**src/logic/emt_pkg.sv**
```systemverilog
// package: register map, field layout and state codes of the external memory timing block
package emt_pkg;
  // special function register addresses
  localparam logic [7:0] ADDR_TIMING    = 8'h84;
  localparam logic [7:0] ADDR_PAGE_SEL  = 8'haa;
  // reset values
  localparam logic [7:0] RST_TIMING     = 8'hff;
  localparam logic [7:0] RST_PAGE_SEL   = 8'h00;
  // timing register field positions
  localparam int SETUP_MSB  = 7;
  localparam int SETUP_LSB  = 6;
  localparam int STROBE_MSB = 5;
  localparam int STROBE_LSB = 2;
  localparam int HOLD_MSB   = 1;
  localparam int HOLD_LSB   = 0;
  // phase counter width, wide enough for sixteen strobe cycles
  localparam int CNT_W = 4;
  localparam logic [CNT_W-1:0] CNT_ZERO = 4'h0;

  // access phases, one-hot
  typedef enum logic [3:0] {
    EMT_IDLE   = 4'h1,
    EMT_SETUP  = 4'h2,
    EMT_STROBE = 4'h4,
    EMT_HOLD   = 4'h8
  } emt_state_t;
endpackage : emt_pkg

```
**src/logic/emt_bus_timing.sv**
```systemverilog
// module: paging and strobe timing of the external data memory port
`timescale 1ns/1ns

module emt_bus_timing
(
  // clock and reset
  input  wire logic        clk_i,
  input  wire logic        srst_i,
  // special function register port from the core
  input  wire logic [7:0]  sfr_addr_i,
  input  wire logic        sfr_wr_i,
  input  wire logic [7:0]  sfr_wdata_i,
  output logic [7:0]       sfr_rdata_o,
  // external data move request from the core
  input  wire logic        xreq_i,
  input  wire logic        xreq_write_i,
  input  wire logic        xreq_short_addr_i,
  input  wire logic [15:0] xreq_addr_i,
  input  wire logic [7:0]  xreq_wdata_i,
  output logic             xreq_busy_o,
  output logic             xreq_done_o,
  output logic [7:0]       xreq_rdata_o,
  // external memory pins
  output logic [15:0]      ext_addr_o,
  output logic [7:0]       ext_data_out_o,
  output logic             ext_data_oe_o,
  input  wire logic [7:0]  ext_data_in_i,
  output logic             ext_rd_n_o,
  output logic             ext_wr_n_o
);
  emt_pkg::emt_state_t state_ff;
  emt_pkg::emt_state_t nxt_state;
  logic [7:0]  timing_ff;
  logic [7:0]  page_ff;
  logic [15:0] addr_ff;
  logic [7:0]  wdata_ff;
  logic        write_ff;
  logic [7:0]  rdata_ff;
  logic        done_ff;
  logic [7:0]  data_sync1_ff;
  logic [7:0]  data_sync2_ff;
  logic        cnt_load;
  logic [emt_pkg::CNT_W-1:0] cnt_val;
  logic        cnt_zero;
  logic [1:0]  setup_f;
  logic [3:0]  strobe_f;
  logic [1:0]  hold_f;

  // field extraction, used for phase loads
  function automatic logic [emt_pkg::CNT_W-1:0] widen2(input logic [1:0] v);
    widen2 = {2'h0, v};
  endfunction : widen2

  assign setup_f  = timing_ff[emt_pkg::SETUP_MSB:emt_pkg::SETUP_LSB];
  assign strobe_f = timing_ff[emt_pkg::STROBE_MSB:emt_pkg::STROBE_LSB];
  assign hold_f   = timing_ff[emt_pkg::HOLD_MSB:emt_pkg::HOLD_LSB];

  // timing register write
  always_ff @(posedge clk_i)
  begin
    if (srst_i)
      timing_ff <= emt_pkg::RST_TIMING;
    else if (sfr_wr_i && sfr_addr_i == emt_pkg::ADDR_TIMING)
      timing_ff <= sfr_wdata_i;
  end

  // page select register write
  always_ff @(posedge clk_i)
  begin
    if (srst_i)
      page_ff <= emt_pkg::RST_PAGE_SEL;
    else if (sfr_wr_i && sfr_addr_i == emt_pkg::ADDR_PAGE_SEL)
      page_ff <= sfr_wdata_i;
  end

  // register read mux; other addresses belong to other blocks and read zero here
  always_comb
  begin
    sfr_rdata_o = 8'h00;
    if (sfr_addr_i == emt_pkg::ADDR_TIMING)
      sfr_rdata_o = timing_ff;
    else if (sfr_addr_i == emt_pkg::ADDR_PAGE_SEL)
      sfr_rdata_o = page_ff;
  end

  // phase sequencing; a zero-length setup or hold phase is skipped
  always_comb
  begin
    nxt_state = state_ff;
    cnt_load  = 1'b0;
    cnt_val   = emt_pkg::CNT_ZERO;
    unique case (state_ff)
      emt_pkg::EMT_IDLE:
      begin
        if (xreq_i)
        begin
          cnt_load = 1'b1;
          if (setup_f != 2'h0)
          begin
            nxt_state = emt_pkg::EMT_SETUP;
            cnt_val   = widen2(setup_f) - 4'h1;
          end
          else
          begin
            nxt_state = emt_pkg::EMT_STROBE;
            cnt_val   = strobe_f;
          end
        end
      end
      emt_pkg::EMT_SETUP:
      begin
        if (cnt_zero)
        begin
          nxt_state = emt_pkg::EMT_STROBE;
          cnt_load  = 1'b1;
          cnt_val   = strobe_f;
        end
      end
      emt_pkg::EMT_STROBE:
      begin
        if (cnt_zero)
        begin
          cnt_load = 1'b1;
          if (hold_f != 2'h0)
          begin
            nxt_state = emt_pkg::EMT_HOLD;
            cnt_val   = widen2(hold_f) - 4'h1;
          end
          else
            nxt_state = emt_pkg::EMT_IDLE;
        end
      end
      emt_pkg::EMT_HOLD:
      begin
        if (cnt_zero)
          nxt_state = emt_pkg::EMT_IDLE;
      end
      default:
        nxt_state = emt_pkg::EMT_IDLE;
    endcase
  end

  always_ff @(posedge clk_i)
  begin
    if (srst_i)
      state_ff <= emt_pkg::EMT_IDLE;
    else
      state_ff <= nxt_state;
  end

  emt_phase_cnt emt_phase_cnt_inst
  (
    .clk_i      (clk_i),
    .srst_i     (srst_i),
    .load_i     (cnt_load),
    .load_val_i (cnt_val),
    .zero_o     (cnt_zero)
  );

  // capture request; short moves take the upper byte from the page register
  always_ff @(posedge clk_i)
  begin
    if (srst_i)
    begin
      addr_ff  <= 16'h0000;
      wdata_ff <= 8'h00;
      write_ff <= 1'b0;
    end
    else if (state_ff == emt_pkg::EMT_IDLE && xreq_i)
    begin
      addr_ff  <= xreq_short_addr_i ? {page_ff, xreq_addr_i[7:0]} : xreq_addr_i;
      wdata_ff <= xreq_wdata_i;
      write_ff <= xreq_write_i;
    end
  end

  // read data pins are asynchronous to us, so two flops before use
  always_ff @(posedge clk_i)
  begin
    if (srst_i)
    begin
      data_sync1_ff <= 8'h00;
      data_sync2_ff <= 8'h00;
    end
    else
    begin
      data_sync1_ff <= ext_data_in_i;
      data_sync2_ff <= data_sync1_ff;
    end
  end

  // read data latched at strobe end; memory must drive it early in the strobe
  always_ff @(posedge clk_i)
  begin
    if (srst_i)
      rdata_ff <= 8'h00;
    else if (state_ff == emt_pkg::EMT_STROBE && cnt_zero && !write_ff)
      rdata_ff <= data_sync2_ff;
  end

  // completion pulse when the access returns to idle
  always_ff @(posedge clk_i)
  begin
    if (srst_i)
      done_ff <= 1'b0;
    else
      done_ff <= (state_ff != emt_pkg::EMT_IDLE) && (nxt_state == emt_pkg::EMT_IDLE);
  end

  // pin drive; address and write data stand through every phase
  assign ext_addr_o     = addr_ff;
  assign ext_data_out_o = wdata_ff;
  assign ext_data_oe_o  = write_ff && (state_ff != emt_pkg::EMT_IDLE);
  assign ext_rd_n_o     = !(state_ff == emt_pkg::EMT_STROBE && !write_ff);
  assign ext_wr_n_o     = !(state_ff == emt_pkg::EMT_STROBE && write_ff);
  assign xreq_busy_o    = (state_ff != emt_pkg::EMT_IDLE);
  assign xreq_done_o    = done_ff;
  assign xreq_rdata_o   = rdata_ff;
endmodule : emt_bus_timing

```
**src/logic/emt_phase_cnt.sv**
```systemverilog
// module: loadable down counter timing one access phase
`timescale 1ns/1ns
module emt_phase_cnt
(
  // clock and reset
  input  wire logic                      clk_i,
  input  wire logic                      srst_i,
  // control
  input  wire logic                      load_i,
  input  wire logic [emt_pkg::CNT_W-1:0] load_val_i,
  // status
  output logic                           zero_o
);
  logic [emt_pkg::CNT_W-1:0] cnt_ff;

  // load wins over counting so a phase always starts from its full length
  always_ff @(posedge clk_i)
  begin
    if (srst_i)
      cnt_ff <= emt_pkg::CNT_ZERO;
    else if (load_i)
      cnt_ff <= load_val_i;
    else if (cnt_ff != emt_pkg::CNT_ZERO)
      cnt_ff <= cnt_ff - 4'h1;
  end

  assign zero_o = (cnt_ff == emt_pkg::CNT_ZERO);
endmodule : emt_phase_cnt

```
**config.mk**
```make
export PLATFORM = sky130hd
export DESIGN_NAME = emt_bus_timing
export DESIGN_NICKNAME = d
export VERILOG_FILES = /design/src/logic/emt_pkg.sv /design/src/logic/emt_bus_timing.sv /design/src/logic/emt_phase_cnt.sv
export SDC_FILE = /design/constraint.sdc
export NUM_CORES = 1
export LEC_CHECK = 0
export BUFFER_PORTS_ARGS = -buffer_cell sky130_fd_sc_hd__buf_2
export CORE_MARGIN = 5
export CORE_UTILIZATION = 52
export CTS_BUF_LIST = sky130_fd_sc_hd__clkbuf_2
export CTS_CLUSTER_DIAMETER = 50
export CTS_CLUSTER_SIZE = 16
export DETAILED_ROUTE_END_ITERATION = 10
export PLACE_DENSITY = 0.82
export SLEW_MARGIN = 20
export SYNTH_ARGS = -nofsm -noshare
export SYNTH_HDL_FRONTEND = slang
export SYNTH_SLANG_ARGS = --single-unit
export TNS_END_PERCENT = 100
```
**constraint.sdc**
```tcl
create_clock -name clk_i -period 2.6 [get_ports clk_i]
set_input_delay 0.52 -clock clk_i [delete_from_list [all_inputs] [get_ports clk_i]]
set_output_delay 0.52 -clock clk_i [all_outputs]
set_load 0.05 [all_outputs]
```
==> flow_metrics.py <==
metrics = {
    "run_status": {
        "status": "finished clean",
    },
    "timing": {
        "rsz0062_at_grt": "no",
        "finalCritPeriodShare": 0.959,
        "slew_headroom": 0.627,
        "setup_viol": 0,
        "post-route-min-period_ns": 2.49,
        "finClkSkew_ns": 0.0222,
        "final_hold_viol_count": 0,
        "clock.fmax_ghz": 0.401,
        "setup_tns_ns": 0,
        "slew_violations": 0,
        "worst_slew_pin_slew_ns": 0.560,
    },
    "placed_design": {
        "hpwl_um": 5140,
        "globalplace.congestion": 0.828,
        "io_buffer_count": 98,
    },
    "power_and_ir_drop": {
        "peakVddDrop_mv": 0.337,
        "clock_power_share": 0.228,
        "seqPwrFrac": 0.561,
        "power_switching_share": 0.327,
        "leakagePower_nw": 1.70,
        "powerDensity_nw_per_um2": 616,
        "intPower_mw": 1.48,
        "switching_power_mw": 0.719,
        "comb_power_share": 0.212,
    },
    "logic_synthesis": {
        "synth_edf_count": 0,
        "yosysMostFrequentCell": "dfxtp_1",
        "synth_area_leaders": "dfxtp_1, mux2i_1, nand2_1",
        "yosysWarnings": 0,
        "yosysUniqueCellTypes": 43,
        "async_flop_share": 0,
        "synthFlopType": "dfxtp_1",
        "seq_area_frac_synth": 0.506,
        "postSynthCellCount": 310,
        "avgSynthCellArea_um2": 9.45,
        "synthesis.nets": 365,
        "ys_seq_elements": 74,
        "yosys.area.top_type_share": 0.506,
        "synth_top_area_cell": "dfxtp_1",
        "netlist_area_um2": 2930,
        "ys_top_cells_by_count": "dfxtp_1, nand2_1, nor2_1",
    },
    "finish": {
        "antenna_cells": 0,
        "syn_to_final_growth_pct": 21.8,
        "final_nets": 461,
        "post-route-util": 0.648,
        "drive_above_1_share": 0.305,
    },
    "die": {
        "core_um2": 5510,
        "io_pins": 99,
        "die_width_um": 85.1,
        "die_area_um2": 7240,
        "rows": 27,
        "die_h_um": 85.1,
        "start_util": 0.532,
    },
    "grt": {
        "grt_pass1_vias": 2339,
        "antenna_found_initial": 0,
        "grt_overflow": 0,
        "grt_usage": 0.193,
        "grt_max_degree": 36,
        "grt_pass1_wl_um": 11200,
    },
    "routing": {
        "drtIter0Drc": 110,
        "wl_met1_um": 3000,
        "dr.pass1.iters": 4,
        "met3_length_um": 465,
        "vias_per_cell": 5.18,
        "wirelength_um": 6840,
        "antenna_left": 0,
        "route.detailed.drc": 0,
        "vias": 2496,
        "top_layer": "met4",
        "wl_met2_um": 3270,
        "avgRoutedWirePerCell_um": 14.2,
    },
    "setup_path": {
        "cp-start-kind": "input port",
        "critPathSlowestCell": "or4b_4",
        "path_common_cell": "buf_2",
        "cp_data_arrival_time_ns": 1.97,
        "required_ns": 2.08,
        "slowest_delay_ns": 0.55,
        "timing_worst_setup_path_type": "in2out",
        "path_delay_family": "simple AND/OR/NAND/NOR gates",
        "cp_cell_sequence": "buf_2 -> or4b_4 -> nor4_2 -> buf_4 -> a22o_1 -> buf_2",
        "critPathBufInv": 3,
        "critPathCaptureType": "output port",
        "cp_max_fo": 8,
    },
    "cts": {
        "cts_tree": "yes",
        "cts_buffers": 9,
        "clk_latency_ns": 0.49,
        "clock-sinks": 74,
        "path_clk_slew_ns": 0.20,
        "cts-root-buf": "clkbuf_2",
        "ctsHoldBuffers": 0,
        "clock_path_buffers": 2,
        "h-tree-depth": 3,
    },
    "run": {
        "maxCapViolCount": 0,
    },
    "min_path": {
        "hold_class": "in2reg",
    },
}
==> power groups by stage <==
stage | Clock (mW) | Sequential, mW | Combinational, mW
2_1_floorplan | 0 | 1.36 | 0.239
3_3_place_gp | 0 | 1.25 | 0.459
3_5_place_dp | 0 | 1.26 | 0.462
4_1_cts | 0.517 | 1.23 | 0.465
5_1_grt | 0.578 | 1.24 | 0.507
6_report | 0.500 | 1.23 | 0.465
==> cells in the final DEF (no fill, tap or decap), drive strengths merged, types with 7 or more instances in the layout <==
cell type,n
dfxtp,74
nor2,34
inv,7
a21oi,21
buf,104
clkbuf,10
a22o,8
nor2b,17
a211oi,10
nand2,47
mux2i,32
==> path summary, 6_finish.rpt <==
kind | startpoint | endpoint | slack [ns] | depth (start not counted)
max | sfr_addr_i[0] | sfr_rdata_o[2] | 0.11 | 6
min | ext_data_in_i[2] | data_sync1_ff[2] | 0.21 | 2
max reg2reg | emt_phase_cnt_inst.cnt_ff[0] | xreq_rdata_o[6] | 0.62 | 7
min reg2reg | data_sync1_ff[4] | data_sync2_ff[4] | 0.45 | 1
==> logic make-up (layout without fill, tap and decap cells) <==
kind of cell | count (synthesis) | after routing | share of synthesized area
flops | 74 | 74 | 0.506
mux | 32 | 32 | 0.109
simple gates | 117 | 117 | 0.200
fa+ha+maj | 1 | 1 | 0.00427
buf+inv | 27 | 127 | 0.0401
xor+xnor | 4 | 4 | 0.0120
compound gates | 55 | 55 | 0.129
==> what timing repair did <==
| item | in CTS | in global routing |
|---|---|---|
| setup endpoints to repair | 0 | 3 |
| buffers inserted | 0 | 0 |
| gates resized for setup | 0 | 2 |
==> registers in the layout, summed over array words and instances, names as in the netlist <==
register	count
timing_ff	8
data_sync2_ff	8
write_ff	1
page_ff	8
xreq_rdata_o	8
state_ff	4
emt_phase_cnt_inst.cnt_ff	4
data_sync1_ff	8
ext_data_out_o	8
ext_addr_o	16
xreq_done_o	1
==> per-layer routing <==
| layer | up-vias | track usage |
|---|---|---|
| met2 | 81 | 0.307 |
| met1 | 1145 | 0.243 |
| met5 | - | 0 |
| li1 | 1259 | - |
| met3 | 11 | 0.0592 |
| met4 | 0 | 0.0806 |
==> cell type report <==
cell class                 count  area [um2]
tap                           72        90.1
inverter                       8        30.0
fill                         473        1940
clock inverter                 5        32.5
sequential                    74        1480
timing repair buffer         104         536
clock buffer                  10        50.0
multi-input combinational    209        1350
==> metrics by stage <==
| stage | setup slack, ns | instances | hold slack [ns] | total power [mW] | cell area, um2 |
|---|---|---|---|---|---|
| floorplan | 0.00123 | 310 | 0.414 | 1.60 | 2930 |
| global placement | 0.140 | 467 | 0.417 | 1.71 | 3470 |
| detailed placement | 0.110 | 467 | 0.422 | 1.72 | 3470 |
| CTS | 0.0501 | 482 | 0.179 | 2.21 | 3550 |
| global route | 0.0391 | 482 | 0.152 | 2.33 | 3570 |
| finish | 0.107 | 482 | 0.214 | 2.20 | 3570 |
Power figures use the tool's default switching activity.
